`config.mk`:
```
export PLATFORM = sky130hd
export DESIGN_NAME = adcs_top
export DESIGN_NICKNAME = d
export VERILOG_FILES = /design/src/adcs_top.v /design/src/adcs_clkdiv.v /design/src/adcs_pin.v
export VERILOG_INCLUDE_DIRS = /design/src
export SDC_FILE = /design/constraint.sdc
export NUM_CORES = 1
export LEC_CHECK = 0
export BUFFER_PORTS_ARGS = -buffer_cell sky130_fd_sc_hd__buf_2
export CORE_MARGIN = 2
export CORE_UTILIZATION = 55
export CTS_CLUSTER_SIZE = 20
export DETAILED_ROUTE_END_ITERATION = 12
export PLACE_DENSITY = 0.95
export SLEW_MARGIN = 0
export SYNTH_ARGS = -nofsm -noshare
export SYNTH_HDL_FRONTEND = slang
export SYNTH_SLANG_ARGS = --single-unit
```
`constraint.sdc`:
```
create_clock -name pclk -period 3 [get_ports pclk]
set_input_delay 0.45 -clock pclk [delete_from_list [all_inputs] [get_ports pclk]]
set_output_delay 0.45 -clock pclk [all_outputs]
set_load 0.01 [all_outputs]
```
`src/adcs_defs.vh`:
```
// constants and field layout of the converter control sequencer
// Operation
// - divider codes 00,01,10 give /2,/8,/32
// - pin function field picks digital or analog
// - analog pins lose their pull-up
// - analog enable overrides port direction
// - start pulse leaves conversion flag high
// - start 0 to 1 to 0 begins conversion
// - flag drops low when conversion finishes
// - both enables set give converter interrupt
// - polling the flag needs no interrupt
// - conversion lasts 64 or 76 converter clocks
// - conversion runs without stalling the bus
// - pin field zero: all digital, converter off
// - channel field routes one of four inputs
// - code 100 up: all analog; bit2 zero
// - start held high resets converter, flag high
// - nine-bit result split high and low bytes
// - request flag set at end regardless enable
`ifndef ADCS_DEFS_VH
`define ADCS_DEFS_VH

// register byte offsets
`define ADCS_OFS_CTRL   8'h00
`define ADCS_OFS_CLK    8'h04
`define ADCS_OFS_IRQC   8'h08
`define ADCS_OFS_RESLO  8'h0C
`define ADCS_OFS_RESHI  8'h10
`define ADCS_OFS_DIR    8'h14
`define ADCS_OFS_DATA   8'h18

// converter_control_reg fields
`define ADCS_CTRL_START 7
`define ADCS_CTRL_EOC   6
`define ADCS_PCR_HI     5
`define ADCS_PCR_LO     3
`define ADCS_ACS_HI     2
`define ADCS_ACS_LO     0

// converter_clock_reg fields
`define ADCS_CLK_DIV_HI 1
`define ADCS_CLK_DIV_LO 0
`define ADCS_CLK_NINE   7

// interrupt_control_reg fields
`define ADCS_IRQC_GIE   0
`define ADCS_IRQC_CIE   1
`define ADCS_IRQC_FLAG  2

// reset values
`define ADCS_RST_CTRL_PCR 3'h0
`define ADCS_RST_CTRL_ACS 2'h0
`define ADCS_RST_DIV      2'h0
`define ADCS_RST_NINE     1'b1
`define ADCS_RST_DIR      4'hF
`define ADCS_RST_DATA     4'h0

// divider terminal counts (period minus one)
`define ADCS_DIV2_TERM  5'h01
`define ADCS_DIV8_TERM  5'h07
`define ADCS_DIV32_TERM 5'h1F

// conversion length in converter clock periods
`define ADCS_LEN8       7'h40
`define ADCS_LEN9       7'h4C

`endif

```
`src/adcs_top.v`:
```
// converter control sequencer with apb register access
//
// The address map and the APB register port were left to the implementer.
`timescale 1ns/1ps
`default_nettype none
`include "adcs_defs.vh"

module adcs_top (
  input  wire        pclk,
  input  wire        presetn,
  input  wire        psel,
  input  wire        penable,
  input  wire        pwrite,
  input  wire [7:0]  paddr,
  input  wire [31:0] pwdata,
  output wire [31:0] prdata,
  output wire        pready,
  output wire        pslverr,
  input  wire [3:0]  pb_in,
  input  wire [3:0]  pullup_opt,
  output wire [3:0]  pb_out,
  output wire [3:0]  pb_oen_n,
  output wire [3:0]  pb_pullup_en,
  output wire [3:0]  ana_sel,
  input  wire [8:0]  conv_data,
  output wire        conv_clk_en,
  output wire        conv_reset,
  output wire        conv_power,
  output wire [1:0]  conv_chan,
  output wire        adc_irq
);

  localparam [1:0] ST_IDLE = 2'b00;
  localparam [1:0] ST_HOLD = 2'b01;
  localparam [1:0] ST_CONV = 2'b10;

  // software state
  reg        start_q;
  reg [2:0]  pcr_q;
  reg [1:0]  acs_q;
  reg [1:0]  div_q;
  reg        nine_q;
  reg        gie_q;
  reg        cie_q;
  reg        irqf_q;
  reg [3:0]  dir_q;
  reg [3:0]  data_q;
  reg [7:0]  res_lo_q;
  reg [7:0]  res_hi_q;

  // sequencer state
  reg [1:0]  state_q;
  reg [6:0]  cnt_q;
  reg        eoc_q;
  reg        conv_reset_q;
  reg        conv_power_q;
  reg [1:0]  conv_chan_q;
  reg        irq_q;

  // bus answer
  reg [31:0] prdata_q;
  reg        pready_q;
  reg        pslverr_q;
  reg [31:0] rd_d;
  reg        hit_d;

  wire       setup_ph;
  wire       wr_en;
  wire       wr_ctrl;
  wire       wr_clk;
  wire       wr_irqc;
  wire       wr_dir;
  wire       wr_data;
  wire       new_start;
  wire       start_rise;
  wire       start_fall;
  wire       tick;
  wire       finish;
  wire [6:0] conv_len;
  wire [3:0] ana_mask;

  // bus phases; writes land in the access cycle that pready closes
  assign setup_ph = psel & ~penable;
  assign wr_en    = psel & penable & pready_q & pwrite;
  assign wr_ctrl  = wr_en && (paddr == `ADCS_OFS_CTRL);
  assign wr_clk   = wr_en && (paddr == `ADCS_OFS_CLK);
  assign wr_irqc  = wr_en && (paddr == `ADCS_OFS_IRQC);
  assign wr_dir   = wr_en && (paddr == `ADCS_OFS_DIR);
  assign wr_data  = wr_en && (paddr == `ADCS_OFS_DATA);

  // start bit edges as seen by software writes
  assign new_start  = pwdata[`ADCS_CTRL_START];
  assign start_rise = wr_ctrl & new_start & ~start_q;
  assign start_fall = wr_ctrl & ~new_start & start_q;

  // conversion length per resolution variant
  assign conv_len = nine_q ? `ADCS_LEN9 : `ADCS_LEN8;
  assign finish   = (state_q == ST_CONV) & tick & (cnt_q == conv_len - 7'h01);

  // pin function decode: codes 1..3 take the low pins, 4 up all four
  function [3:0] pcr_decode;
    input [2:0] code;
    begin
      case (code)
        3'h0: pcr_decode = 4'h0;
        3'h1: pcr_decode = 4'h1;
        3'h2: pcr_decode = 4'h3;
        3'h3: pcr_decode = 4'h7;
        default: pcr_decode = 4'hF;
      endcase
    end
  endfunction

  assign ana_mask = pcr_decode(pcr_q);

  // converter clock enable, realigned at the start falling edge
  adcs_clkdiv u_div (
    .pclk    (pclk),
    .presetn (presetn),
    .restart (start_fall),
    .div_sel (div_q),
    .tick    (tick)
  );

  // shared pins, each switched between digital and analog use
  genvar gi;
  generate
    for (gi = 0; gi < 4; gi = gi + 1) begin : g_pin
      adcs_pin u_pin (
        .pclk       (pclk),
        .presetn    (presetn),
        .analog_en  (ana_mask[gi]),
        .dir_in     (dir_q[gi]),
        .out_data   (data_q[gi]),
        .pullup_opt (pullup_opt[gi]),
        .pin_out    (pb_out[gi]),
        .pin_oen_n  (pb_oen_n[gi]),
        .pullup_en  (pb_pullup_en[gi]),
        .ana_sel    (ana_sel[gi])
      );
    end
  endgenerate

  // control, clock and port registers written by software
  always @(posedge pclk or negedge presetn) begin
    if (!presetn) begin
      start_q <= 1'b0;
      pcr_q   <= `ADCS_RST_CTRL_PCR;
      acs_q   <= `ADCS_RST_CTRL_ACS;
      div_q   <= `ADCS_RST_DIV;
      nine_q  <= `ADCS_RST_NINE;
      gie_q   <= 1'b0;
      cie_q   <= 1'b0;
      dir_q   <= `ADCS_RST_DIR;
      data_q  <= `ADCS_RST_DATA;
    end else begin
      if (wr_ctrl) begin
        start_q <= new_start;
        pcr_q   <= pwdata[`ADCS_PCR_HI:`ADCS_PCR_LO];
        // top channel bit is held at zero
        acs_q   <= pwdata[`ADCS_ACS_HI-1:`ADCS_ACS_LO];
      end
      if (wr_clk) begin
        div_q  <= pwdata[`ADCS_CLK_DIV_HI:`ADCS_CLK_DIV_LO];
        nine_q <= pwdata[`ADCS_CLK_NINE];
      end
      if (wr_irqc) begin
        gie_q <= pwdata[`ADCS_IRQC_GIE];
        cie_q <= pwdata[`ADCS_IRQC_CIE];
      end
      if (wr_dir)
        dir_q <= pwdata[3:0];
      if (wr_data)
        data_q <= pwdata[3:0];
    end
  end

  // sequencer: hold in reset while start is high, count after it falls
  always @(posedge pclk or negedge presetn) begin
    if (!presetn) begin
      state_q      <= ST_IDLE;
      cnt_q        <= 7'h00;
      eoc_q        <= 1'b1;
      conv_reset_q <= 1'b1;
    end else begin
      case (state_q)
        ST_IDLE: begin
          if (start_rise) begin
            state_q      <= ST_HOLD;
            eoc_q        <= 1'b1;
            conv_reset_q <= 1'b1;
          end
        end
        ST_HOLD: begin
          eoc_q        <= 1'b1;
          conv_reset_q <= 1'b1;
          if (start_fall) begin
            cnt_q        <= 7'h00;
            conv_reset_q <= 1'b0;
            // the field written with the fall decides; a powered-down converter does not run
            if (pwdata[`ADCS_PCR_HI:`ADCS_PCR_LO] != 3'h0)
              state_q <= ST_CONV;
            else
              state_q <= ST_IDLE;
          end
        end
        ST_CONV: begin
          if (start_rise) begin
            state_q      <= ST_HOLD;
            eoc_q        <= 1'b1;
            conv_reset_q <= 1'b1;
          end else if (finish) begin
            state_q <= ST_IDLE;
            eoc_q   <= 1'b0;
          end else if (tick) begin
            cnt_q <= cnt_q + 7'h01;
          end
        end
        default: begin
          state_q <= ST_IDLE;
        end
      endcase
    end
  end

  // result bytes load only on completion
  always @(posedge pclk or negedge presetn) begin
    if (!presetn) begin
      res_lo_q <= 8'h00;
      res_hi_q <= 8'h00;
    end else if (finish && !start_rise) begin
      if (nine_q) begin
        res_hi_q <= conv_data[8:1];
        res_lo_q <= {conv_data[0], 7'h00};
      end else begin
        res_hi_q <= conv_data[7:0];
        res_lo_q <= 8'h00;
      end
    end
  end

  // request flag: completion wins over a software clear
  always @(posedge pclk or negedge presetn) begin
    if (!presetn) begin
      irqf_q <= 1'b0;
      irq_q  <= 1'b0;
    end else begin
      if (finish && !start_rise)
        irqf_q <= 1'b1;
      else if (wr_irqc)
        irqf_q <= pwdata[`ADCS_IRQC_FLAG];
      irq_q <= irqf_q & gie_q & cie_q;
    end
  end

  // converter side outputs
  always @(posedge pclk or negedge presetn) begin
    if (!presetn) begin
      conv_power_q <= 1'b0;
      conv_chan_q  <= 2'h0;
    end else begin
      conv_power_q <= (pcr_q != 3'h0);
      conv_chan_q  <= acs_q;
    end
  end

  // read mux; unmapped addresses answer with an error
  always @* begin
    rd_d  = 32'h0000_0000;
    hit_d = 1'b1;
    if (paddr == `ADCS_OFS_CTRL) begin
      rd_d[`ADCS_CTRL_START]          = start_q;
      rd_d[`ADCS_CTRL_EOC]            = eoc_q;
      rd_d[`ADCS_PCR_HI:`ADCS_PCR_LO] = pcr_q;
      rd_d[`ADCS_ACS_HI:`ADCS_ACS_LO] = {1'b0, acs_q};
    end else if (paddr == `ADCS_OFS_CLK) begin
      rd_d[`ADCS_CLK_DIV_HI:`ADCS_CLK_DIV_LO] = div_q;
      rd_d[`ADCS_CLK_NINE]                     = nine_q;
    end else if (paddr == `ADCS_OFS_IRQC) begin
      rd_d[`ADCS_IRQC_GIE]  = gie_q;
      rd_d[`ADCS_IRQC_CIE]  = cie_q;
      rd_d[`ADCS_IRQC_FLAG] = irqf_q;
    end else if (paddr == `ADCS_OFS_RESLO) begin
      rd_d[7:0] = res_lo_q;
    end else if (paddr == `ADCS_OFS_RESHI) begin
      rd_d[7:0] = res_hi_q;
    end else if (paddr == `ADCS_OFS_DIR) begin
      rd_d[3:0] = dir_q;
    end else if (paddr == `ADCS_OFS_DATA) begin
      rd_d[3:0] = pb_in;
    end else begin
      hit_d = 1'b0;
    end
  end

  // answer in the first access cycle; conversion never holds the bus
  always @(posedge pclk or negedge presetn) begin
    if (!presetn) begin
      prdata_q  <= 32'h0000_0000;
      pready_q  <= 1'b0;
      pslverr_q <= 1'b0;
    end else begin
      pready_q  <= setup_ph;
      pslverr_q <= setup_ph & ~hit_d;
      if (setup_ph && !pwrite)
        prdata_q <= rd_d;
    end
  end

  assign prdata      = prdata_q;
  assign pready      = pready_q;
  assign pslverr     = pslverr_q;
  assign conv_clk_en = tick;
  assign conv_reset  = conv_reset_q;
  assign conv_power  = conv_power_q;
  assign conv_chan   = conv_chan_q;
  assign adc_irq     = irq_q;

endmodule
`default_nettype wire

```
`src/adcs_clkdiv.v`:
```
// converter clock divider producing a one-cycle enable pulse
`timescale 1ns/1ps
`default_nettype none
`include "adcs_defs.vh"

module adcs_clkdiv (
  input  wire       pclk,
  input  wire       presetn,
  input  wire       restart,
  input  wire [1:0] div_sel,
  output wire       tick
);

  reg [4:0] cnt_q;
  reg       tick_q;
  reg [4:0] term;
  reg       valid;

  // terminal count per divider code; code 11 has no clock
  always @* begin
    term  = `ADCS_DIV2_TERM;
    valid = 1'b1;
    case (div_sel)
      2'h0: term = `ADCS_DIV2_TERM;
      2'h1: term = `ADCS_DIV8_TERM;
      2'h2: term = `ADCS_DIV32_TERM;
      default: valid = 1'b0;
    endcase
  end

  // free-running count, restarted to align with a conversion start
  always @(posedge pclk or negedge presetn) begin
    if (!presetn) begin
      cnt_q  <= 5'h00;
      tick_q <= 1'b0;
    end else if (restart || !valid) begin
      cnt_q  <= 5'h00;
      tick_q <= 1'b0;
    end else if (cnt_q == term) begin
      cnt_q  <= 5'h00;
      tick_q <= 1'b1;
    end else begin
      cnt_q  <= cnt_q + 5'h01;
      tick_q <= 1'b0;
    end
  end

  assign tick = tick_q;

endmodule
`default_nettype wire

```
`src/adcs_pin.v`:
```
// one shared port pin: digital i/o or analog input
`timescale 1ns/1ps
`default_nettype none

module adcs_pin (
  input  wire pclk,
  input  wire presetn,
  input  wire analog_en,
  input  wire dir_in,
  input  wire out_data,
  input  wire pullup_opt,
  output wire pin_out,
  output wire pin_oen_n,
  output wire pullup_en,
  output wire ana_sel
);

  reg pin_out_q;
  reg pin_oen_n_q;
  reg pullup_en_q;
  reg ana_sel_q;

  // analog use overrides direction and drops the pull-up
  always @(posedge pclk or negedge presetn) begin
    if (!presetn) begin
      pin_out_q   <= 1'b0;
      pin_oen_n_q <= 1'b1;
      pullup_en_q <= 1'b0;
      ana_sel_q   <= 1'b0;
    end else begin
      pin_out_q   <= out_data & ~analog_en;
      pin_oen_n_q <= analog_en | dir_in;
      pullup_en_q <= pullup_opt & ~analog_en;
      ana_sel_q   <= analog_en;
    end
  end

  assign pin_out   = pin_out_q;
  assign pin_oen_n = pin_oen_n_q;
  assign pullup_en = pullup_en_q;
  assign ana_sel   = ana_sel_q;

endmodule
`default_nettype wire

```
Yosys cells after proc, flatten, opt, wreduce, memory -nomap -nowiden
Index checks and enable logic that the tools add are counted.
{ "op_classes": {"bitwise": 33, "mux": 47, "n_addsub": 3, "eq_ne": 22, "reduce_logical": 27} }
{ "op_table": {"columns": ["op", "count"], "rows": [
  ["8-bit two-way mux", 4],
  ["7-bit two-way mux", 4],
  ["8-bit by 5-bit == test with 1-bit output (second input constant)", 3],
  ["1-bit AND", 21],
  ["4-bit two-way mux", 5],
  ["5-bit two-way mux", 4],
  ["1-bit two-way mux", 17],
  ["8-bit by 4-bit == test with 1-bit output (second input constant)", 2],
  ["4-bit case mux with 4 select lines", 1],
  ["7-bit case mux with 2 select lines", 1],
  ["2-bit two-way mux", 6],
  ["5-bit case mux with 2 select lines", 1],
  ["3-bit nonzero test", 3],
  ["8-bit by 3-bit == test with 1-bit output (second input constant)", 1],
  ["8-bit logical NOT", 1],
  ["1-bit inverter", 8],
  ["7-bit by 1-bit adder with 7-bit output (second input constant)", 1],
  ["7-bit == test", 1],
  ["1-bit logical AND", 7],
  ["7-bit by 1-bit subtractor with 7-bit output (second input constant)", 1],
  ["3-bit by 2-bit == test with 1-bit output (second input constant)", 2],
  ["2-bit by 1-bit != test with 1-bit output (second input constant)", 3],
  ["2-bit != test (second input constant)", 3],
  ["2-bit case mux with 3 select lines", 1],
  ["other kinds (20)", 31]
]} }
{ "word_totals": {"regBits": 83, "out_inout_bits": 56, "inputBits": 62} }

Depth between registers and ports, before layout
Gate-level depths: netlist (run 1).
{ "depth": {"depth_word": 10, "depth_mapped": 7, "mapped_depth_nobuf": 6} }

Hierarchy
From an unflattened synthesis (run 1), not the netlist that was laid out.
{ "hier_totals": {"cells_unflattened": 333, "hier_area_um2": 3706.1} }
{ "by_module_without_submodules": {"columns": ["mod", "instances", "area_per_inst_um2", "cells_per_inst"], "rows": [
  ["adcs_top", 1, 2837.7, 271],
  ["adcs_pin", 4, 125.1, 7],
  ["adcs_clkdiv", 1, 367.9, 34]
]} }

Worst setup path before layout (run 1)
No wires, ideal clock.
{ "synth_path": {"path_type": "in2reg", "start": "input port paddr[0]", "end": "register res_hi_q[1]", "slack_ps": 925, "setup_ps": 125, "stages": 7, "n_path_buf": 2, "arrival_ps": 1950, "path_cell_list": "clkbuf_2 > or4_4 > nor2_8 > nand4b_4 > nand2b_4 > buf_12 > mux2_4"} }
{ "synth_via": {"elab_chain_len": 6} }
{ "synth_rtl": {"columns": ["item", "line_no", "source"], "rows": [
  ["from (decl)", "adcs_top.v:14", "input wire [7:0] paddr,"],
  ["8-bit logical NOT (no line)", null, null],
  ["1-bit logical AND", "adcs_top.v:85", "assign wr_ctrl = wr_en && (paddr == `ADCS_OFS_CTRL);"],
  ["1-bit AND (2 in series)", "adcs_top.v:93", "assign start_rise = wr_ctrl & new_start & ~start_q;"],
  ["1-bit logical NOT", "adcs_top.v:231", "end else if (finish && !start_rise) begin"],
  ["1-bit logical AND", "adcs_top.v:231", null],
  ["to (signal assigned)", "adcs_top.v:233", "res_hi_q <= conv_data[8:1];"],
  ["to (signal assigned)", "adcs_top.v:236", "res_hi_q <= conv_data[7:0];"],
  ["to (decl)", "adcs_top.v:49", "reg [7:0] res_hi_q;"]
]} }
No other way between the ends.
A chain may end at the register's enable or synchronous reset.

Worst setup path after layout (run 1)
{ "layout_path": {"start": "input port paddr[3]", "end": "register data_q[0]"} }
{ "layout_via": {"elab_chain_len": 2} }
{ "layout_rtl": {"columns": ["item", "line_no", "source"], "rows": [
  ["8-bit by 5-bit == test with 1-bit output (no line)", null, null],
  ["1-bit logical AND", "adcs_top.v:89", "assign wr_data = wr_en && (paddr == `ADCS_OFS_DATA);"],
  ["to (signal assigned)", "adcs_top.v:155", "data_q <= `ADCS_RST_DATA;"],
  ["to (signal assigned)", "adcs_top.v:174", "data_q <= pwdata[3:0];"],
  ["to (decl)", "adcs_top.v:47", "reg [3:0] data_q;"]
]} }
No other way between the ends.

==> results of run 1 <==
-- worst max-delay path, cell delays in order --
cell and delay [ps]:
buf_2 310, or4b_2 640, nor2_1 380, mux2_2 390
-- cells by family (layout without fill, tap and decap cells) --
logic type,after synthesis,in the layout
xor+xnor,3,3
fa+ha+maj,4,4
simple gates,118,118
mux,42,42
buf+inv,62,98
compound gates,44,44
flops,76,76
other cells,1,24
-- cells in the final DEF (no fill, tap or decap), types with 4 or more instances in the layout --
cell type and instances:
buf_2 68, dfrtp_1 65, nor2_1 28, mux2_2 27, conb_1 24, nand2_1 19, nand3_1 13, o21ai_0 13
inv_1 12, dfstp_2 11, a21oi_1 9, clkbuf_8 9, mux2i_1 8, nand2b_1 7, nor3_1 7, and2_1 7
mux2_4 7, a22oi_1 7, nor2b_1 5, a31oi_1 5, nand4_1 5, and4_1 4, ha_1 4, clkinv_4 4
-- cell type report --
cell class / instances / area, um^2
Clock buffer: 9 / 124
Clock inverter: 7 / 77.6
Fill cell: 508 / 2520
Inverter: 12 / 45.0
Multi-Input combinational cell: 235 / 1610
Sequential cell: 76 / 1920
Tap cell: 80 / 100
Timing Repair Buffer: 70 / 368
-- flip-flops by register name, summed over array words and instances, names as in the netlist, 2 cells and up --
| name | count |
|---|---|
| prdata | 8 |
| conv_chan | 2 |
| res_hi_q | 8 |
| cnt_q | 7 |
| dir_q | 4 |
| acs_q | 2 |
| g_pin.u_pin.ana_sel | 4 |
| g_pin.u_pin.pin_oen_n | 4 |
| pcr_q | 3 |
| div_q | 2 |
| g_pin.u_pin.pin_out | 4 |
| u_div.cnt_q | 5 |
| state_q | 2 |
| g_pin.u_pin.pullup_en | 4 |
| data_q | 4 |
-- through the flow --
step           hold slack [ps]  std cells  setup WS (ps)  util, %
2_1_floorplan              154        373            925        -
3_3_place_gp               382        473            740     59.7
3_5_place_dp               396        473            707     59.7
4_1_cts                    213        489           1080     62.7
5_1_grt                    265        489            958     62.7
6_report                   189        489           1070     62.7
-- worst max path at each step --
stage / cells after the start / to / startpoint
finish: 4 / data_q[0] / paddr[3]
global route: 4 / data_q[0] / paddr[3]
CTS: 4 / data_q[0] / paddr[3]
detailed placement: 4 / data_q[3] / paddr[3]
global placement: 4 / data_q[2] / paddr[3]
floorplan: 7 / res_hi_q[1] / paddr[0]
-- metal layers --
layer | global-route usage (%) | routed length, um | vias to the layer above
li1 | - | - | 1265
met1 | 25.8 | 3140 | 1336
met2 | 37.1 | 3970 | 117
met3 | 4.62 | 502 | 19
met4 | 9.79 | 187 | 0
met5 | 0 | 0 | -
-- where the power goes --
group	switching [mW]	internal, mW
registers	0.0234	1.06
logic	0.114	0.0756
clock network	0.399	0.388
==> metrics, run 1 <==
antenna cells 0; Worst setup SP type input pin; most common cell in the synthesized netlist dfrtp_1; # DRC 0; final instance area 0.00424 mm^2; Final Max Tran Viols 0; die width 87.6 um; reg2reg start cnt_q[0]; post-synth top area share a little over two fifths; # IOs between 100 and 150; CP max FO 18; largest family of logic cells by synthesized area simple AND/OR/NAND/NOR gates; die area between 0.007 and 0.008 mm^2; Rows 30; Starting Density 56.8%; Worst EP required ~3200 ps; Hold Fails Final Rpt 0; routability congestion estimate approximately 0.87; Hold-fix buffers, CTS 0; clock latency on the worst-skew pair about 350 ps; antenna violations before repair 0; Starting DRT DRC Count roughly 240; Synth Area in Compound Gates about 7.3%; Top FF cell, synth dfrtp_1; CTS tree done; antenna-violating nets left 0; Critical Path AT about 2200 ps; GRT Overall Usage between 20 and 25%; synthesized instance count 350; Lkg Pwr 2.15 nW; setup violators final 0; die height 87.6 um; area of the mapped netlist 0.00384 mm^2; post-synthesis sequential area ratio 49.9%; Setup CP Type in2reg; CTS Buffer Depth 2; # resized after CTS 0; Post-synth top cells 65 x dfrtp_1, 40 x buf_4, 28 x nor2_1; Crit. End Element register; XOR/XNOR Fraction of Synth Area 0.684%; core area ~0.0068 mm^2; Worst Hold Class in2async; share of layout cells above drive strength 1 34.5%; vias in the first global route between 2000 and 3000; Worst Skew 11.5 ps; Synth Register Bits 76; Adder-Cell Fraction of Synth Area ~1.3%; simple logic cell fraction of the synthesized area between 10% and 20%; pin count of the biggest net entering global routing 40; Final min period 1930 ps; mux cell area share after synthesis about 13%; Layout Nets 470; Port Buffers roughly 70; highest clock rate a little over 0.5 GHz; period utilization between 60% and 70%; RSZ-0062 raised after global routing false; Async S/R FF share, synth 100%; vias per cell ~5.6; Synth area leader dfrtp_1; root buffer cell clkbuf_8; R2R cell count 6; setup tns final 0 ps; CTS clk-pin slew, worst paths roughly 90 ps; # Post-CTS Setup Buffers 0; Num CTS Buffers 9; placed instance area approximately 0.004 mm^2; Routed wire per std cell roughly 16 um; Post-DP HPWL about 5800 um; DRT Wirelength 7800 um; synth warn 0; H-Tree Level Count 3; area delta synth->final 10.4%; Avg Inst Size Synth between 10 and 15 um^2; clk sinks 76; reg2reg setup slack between 1000 and 1500 ps; r2r endpoint res_hi_q[4]; Post-synth EDFFs 0; first-pass iteration count of the detailed router 4; relative slew slack 37.1%; run status finished clean; Peak VDD IR roughly 0.18 mV; grt ovf 0; synth unique cells 52; Synth area leaders dfrtp_1 42%, mux2_2 7.9%, buf_4 7.8%; first-pass GRT wire length 12600 um; Max Cap Viol 0; total number of vias roughly 2700; total power ~2.1 mW; power per standard cell area 487 mW/mm^2; Worst-Margin Slew ~940 ps
No activity file was read; power rests on OpenSTA's default activity.
==> run 2: changes to the inputs <==
--- a/config.mk
+++ b/config.mk
@@ -8,10 +8,10 @@
 export LEC_CHECK = 0
 export BUFFER_PORTS_ARGS = -buffer_cell sky130_fd_sc_hd__buf_2
 export CORE_MARGIN = 2
-export CORE_UTILIZATION = 55
+export CORE_UTILIZATION = 46
 export CTS_CLUSTER_SIZE = 20
 export DETAILED_ROUTE_END_ITERATION = 12
-export PLACE_DENSITY = 0.95
+export PLACE_DENSITY = 0.86
 export SLEW_MARGIN = 0
 export SYNTH_ARGS = -nofsm -noshare
 export SYNTH_HDL_FRONTEND = slang
==> constraint.sdc (replaced) <==
create_clock -name pclk -period 1.68 [get_ports pclk]
set_input_delay 0.252 -clock pclk [delete_from_list [all_inputs] [get_ports pclk]]
set_output_delay 0.252 -clock pclk [all_outputs]
set_load 0.01 [all_outputs]
==> metrics, run 2 (synthesized netlist as in run 1, its figures left out) <==
run status finished, violations left; violated checks negative setup slack; Min Hold Slack 106 ps (-83.3 ps); Crit. End Element register; Final Max Tran Viols 0 (unchanged); Num CTS Buffers 9 (unchanged); RSZ-0062 raised after global routing true; fillcell total 654 (+29%); Routed wire per std cell 14.8 um (-7.5%); Starting Density 47.2% (-9.6 points); R2R cell count 5 (-1); commonest non-fill, non-tap cell in the layout buf_2; clock latency on the worst-skew pair 350 ps (about the same); final setup margin -49.4 ps (-1120 ps); die area 0.00909 mm^2 (+19%); antenna violations before repair 0 (unchanged); Worst EP required 1910 ps (-1330 ps); H-Tree Level Count 3 (unchanged); setup violators final 8 (+8); antenna-violating nets left 0 (unchanged); Hold Fails Final Rpt 0 (unchanged); Max Cap Viol 0 (unchanged); Worst Hold Launch pullup_opt[1]; Core Util, Final 56.9% (-5.8 points); # DRC 0 (unchanged); Critical Path AT 1960 ps (-210 ps); WHS Path Cells 3; Worst setup SP type register; final instance area 0.00463 mm^2 (+9.2%); clk sinks 76 (unchanged); grt ovf 0 (unchanged); Final min period ~1700 ps; Port Buffers 68 (unchanged); reg2reg start cnt_q[4]; first-pass GRT wire length 13100 um (+4.1%); Peak VDD IR 0.455 mV (+150%); share of layout cells above drive strength 1 42.0% (+7.5 points); Lkg Pwr 2.33 nW (+8.1%); Rows 33 (+10%); GRT Overall Usage 19.0% (-2.5 points); power per standard cell area 811 mW/mm^2 (+67%); routability congestion estimate 0.867 (about the same); DRT Wirelength 8190 um (+5.0%); antenna cells 0 (unchanged); commonest cells after routing, fill and taps aside 67 x buf_2, 65 x dfrtp_1, 40 x buf_4, 27 x mux2_2, 26 x nor2_1; Worst Skew 8.97 ps (-2.55 ps); Starting DRT DRC Count 147 (-40%); first-pass iteration count of the detailed router 4 (unchanged); core area 0.00813 mm^2 (+20%); Layout Nets 511 (+8.7%); CTS clk-pin slew, worst paths 80 ps (about the same); # IOs 118 (unchanged); reg2reg setup slack -50 ps (-1180 ps); period utilization 103%; root buffer cell clkbuf_8; CP max FO 5 (-13); placed instance area 0.00434 mm^2 (+7.6%); hold worst-path end g_pin[1].u_pin.pullup_en; Setup CP Type reg2reg; area delta synth->final 20.6%; die height 95.4 um (+8.9%); pin count of the biggest net entering global routing 34 (-15%); vias per cell 5.17 (-7.7%); Worst Hold Class in2reg; die width 95.4 um (+8.9%); r2r endpoint res_hi_q[1]; total number of vias 2867 (+4.7%); CTS Buffer Depth 2 (unchanged); highest clock rate ~0.58 GHz; Post-DP HPWL 6250 um (+7.5%); CTS tree done; vias in the first global route 2780 (+4.1%)
run 2: cell types whose count changed in the layout (fill, tap and decap cells not counted), sizes merged:
cell and change:
dlygate4sd3 +1, clkbuf +2, clkinvlp +3, nand2b +1
buf +39, clkinv -5
run 2: how the worst max path moves through the flow:
stage          startpoint     endpoint  slack, ps
4_1_cts          cnt_q[1]  res_hi_q[4]        -20
2_1_floorplan    paddr[0]  res_hi_q[1]       -120
3_3_place_gp     paddr[5]  res_hi_q[0]       -180
5_1_grt          cnt_q[4]  res_hi_q[1]       -120
6_report         cnt_q[4]  res_hi_q[1]        -50
3_5_place_dp     paddr[5]  res_hi_q[0]       -210
run 2: report_power, final:
part	internal, mW	switching [mW]
registers	1.90	0.0429
logic	0.161	0.209
clock network	0.766	0.675
run 2: timing repair:
action	4_1_cts	5_1_grt
hold buffers	1	0
gates cloned	1	0
endpoints found under the setup margin	12	21
setup buffers	2	2
resized for setup	4	7
pin swaps	4	0
hold endpoints to repair	26	0
run 2: through the flow:
step,setup TNS (ps),std cells,total power [mW],setup slack [ps]
global placement,-3220,533,2.33,-181
finish,-277,555,3.75,-49.4
CTS,-51.4,553,3.78,-15.4
global route,-946,555,3.91,-118
floorplan,-875,373,2.19,-117
detailed placement,-3540,533,2.34,-206
run 2: layer usage:
metal,wire (um),GRT usage (%),up-vias
met1,3470,24.1,1398
met3,468,4.19,18
met4,173,8.82,0
met2,4080,30.9,93
met5,0,0,-
li1,-,-,1358
run 2: cell type report:
class                           instances  area, um^2  share of cell area, %
Clock buffer                           11         151                   3.27
Tap cell                              105         131                   2.84
Sequential cell                        76        1920                   41.4
Timing Repair Buffer                  110         677                   14.6
Multi-Input combinational cell        236        1650                   35.6
Clock inverter                          5        60.1                   1.30
Inverter                               12        45.0                  0.973
run 2: critical path, cell delays in order (launching register included):
cell and delay (ps):
dfrtp_1 420, nor3_1 230, nand4_1 190, a21bo_2 280, nand2b_4 190, mux2_4 310
==> run 3: changes to the inputs <==
--- a/config.mk
+++ b/config.mk
@@ -12,6 +12,7 @@
 export CTS_CLUSTER_SIZE = 20
 export DETAILED_ROUTE_END_ITERATION = 12
 export PLACE_DENSITY = 0.86
+export REMOVE_ABC_BUFFERS = 1
 export SLEW_MARGIN = 0
 export SYNTH_ARGS = -nofsm -noshare
 export SYNTH_HDL_FRONTEND = slang
==> metrics, run 3 (synthesized netlist as in run 1, its figures left out) <==
period utilization 103% (+0.19 points); first-pass iteration count of the detailed router 4 (unchanged); H-Tree Level Count 3 (unchanged); critical-path cell list ha_4 -> and4_4 -> nand3_4 -> a21bo_2 -> nand2b_4 -> mux2_4; fillcell total 650 (-0.61%); total number of vias 2853 (-0.49%); Post-Place Cells 540 (+1.3%); Starting DRT DRC Count 137 (-6.8%); power per standard cell area 803 mW/mm^2 (-0.89%); antenna violations before repair 0 (unchanged); Peak VDD IR 0.343 mV (-25%); Post-DP HPWL 6190 um (-0.97%); # IOs 118 (unchanged); multi-input logic area 0.00166 mm^2 (+0.53%); final instance area 0.00467 mm^2 (+0.92%); Critical Path AT 1970 ps (about the same); grt ovf 0 (unchanged); total power 3.75 mW (about the same); clock latency on the worst-skew pair 350 ps (about the same); Worst-Margin Slew roughly 600 ps; Rows 33 (unchanged); CTS tree done; Worst Hold Class in2reg; Crit. End Element register; # DRC 0 (unchanged); RSZ-0062 raised after global routing true; setup tns final -284 ps (-6.82 ps); Starting Density 47.2% (unchanged); share of layout cells above drive strength 1 42.3% (+0.32 points); Layout Nets 517 (+1.2%); Final min period 1730 ps (+3.24 ps); Port Buffers 68 (unchanged); area delta synth->final 21.7%; violated checks negative setup slack; routability congestion estimate 0.786 (-9.3%); antenna cells 0 (unchanged); root buffer cell clkbuf_8; Worst Path Buf+Inv 0 (unchanged); first-pass GRT wire length 13200 um (+0.64%); commonest cells after routing, fill and taps aside 68 x buf_2, 65 x dfrtp_1, 46 x buf_4, 28 x nor2_1, 27 x mux2_2; highest clock rate 0.577 GHz (-0.19%); GRT Overall Usage 19.3% (+0.27 points); Setup CP Type reg2reg; die height 95.4 um (unchanged); DRT Wirelength 8220 um (+0.39%); Lkg Pwr 2.39 nW (+2.7%); commonest non-fill, non-tap cell in the layout buf_2; CP max FO 5 (unchanged); CTS clk-pin slew, worst paths 90 ps (about the same); die area 0.00909 mm^2 (unchanged); Routed wire per std cell 14.7 um (-0.68%); peak per-stage delay on the critical path 410 ps (about the same); Max Cap Viol 0 (unchanged); Final Max Tran Viols 0 (unchanged); run status finished, violations left; core area 0.00813 mm^2 (unchanged); largest delay contributor family on the critical path simple AND/OR/NAND/NOR gates; Worst Skew 7.84 ps (-1.13 ps); clk sinks 76 (unchanged); pin count of the biggest net entering global routing 77 (+130%); die width 95.4 um (unchanged); CP max stage cell dfrtp_1; Worst setup SP type register; CTS Buffer Depth 2 (unchanged); Min Hold Slack 95.2 ps (-10.9 ps); Final Non-Filler Cells 561 (+1.1%); placed instance area 0.00438 mm^2 (+0.92%); vias in the first global route 2747 (-1.2%); vias per cell 5.09 (-1.6%); final setup margin -52.7 ps (-3.24 ps); Hold Fails Final Rpt 0 (unchanged); Num CTS Buffers 9 (unchanged); relative slew slack between 50% and 60%; antenna-violating nets left 0 (unchanged); setup violators final 8 (unchanged); Worst EP required 1920 ps (about the same); FF/Latch Area 0.00192 mm^2 (unchanged)
[run 3: cell count changes in the layout (fill, tap and decap cells not counted), sizes merged]
cell | previous run | this run
clkinv | 0 | 1
clkbuf | 11 | 9
inv | 12 | 15
clkinvlp | 4 | 2
buf | 109 | 115
[run 3: report_power, final]
group,internal [mW],switching [mW],total (mW)
clock,0.708,0.732,1.44
combinational,0.161,0.206,0.368
sequential,1.90,0.0467,1.94
[run 3: final cells by class]
cell class / count / area share [%]
well taps: 105 / 2.81
multi-input cells: 236 / 35.5
repair buffers: 116 / 15.3
flip-flops and latches: 76 / 41.0
clock inverters: 7 / 1.77
clock buffers: 9 / 2.65
inverters: 12 / 0.964
[run 3: metrics by stage]
stage / util [%] / setup slack, ps
6_report: 57.4 / -52.7
4_1_cts: 56.9 / -52.8
2_1_floorplan: - / -78.4
3_3_place_gp: 53.9 / -188
5_1_grt: 57.4 / -104
3_5_place_dp: 53.9 / -237
[run 3: path summary, 6_finish.rpt]
path                               start                        to  slack, ps  cells after the start
min                        pullup_opt[0]  g_pin[0].u_pin.pullup_en        100                      2
min in group asynchronous        presetn    g_pin[0].u_pin.ana_sel        450                      3
max reg2reg                     cnt_q[1]               res_hi_q[7]        -50                      6
max in group asynchronous        presetn                conv_reset        880                      3
max                             cnt_q[1]               res_hi_q[7]        -50                      6
min reg2reg                     acs_q[0]              conv_chan[0]        410                      0
[run 3: metal layers]
| metal | vias to the layer above | routed length (um) | GRT usage (%) |
|---|---|---|---|
| met5 | - | 0 | 0 |
| met4 | 0 | 153 | 6.88 |
| met3 | 13 | 536 | 5.45 |
| met2 | 96 | 4050 | 32.2 |
| met1 | 1376 | 3490 | 23.8 |
| li1 | 1368 | - | - |
[run 3: timing repair]
item / CTS / global route
setup buffers: 1 / 2
endpoints found under the setup margin: 13 / 17
resized for setup: 4 / 5
hold endpoints to repair: 65 / 0
hold buffers: 1 / 0
pin swaps: 2 / 3
gates cloned: 1 / 0
[run 3: worst register-to-register path, cell delays in order, from the launching register on]
cell	delay, ps
dfrtp_1	410
ha_4	170
and4_4	230
nand3_4	80
a21bo_2	250
nand2b_4	190
mux2_4	310
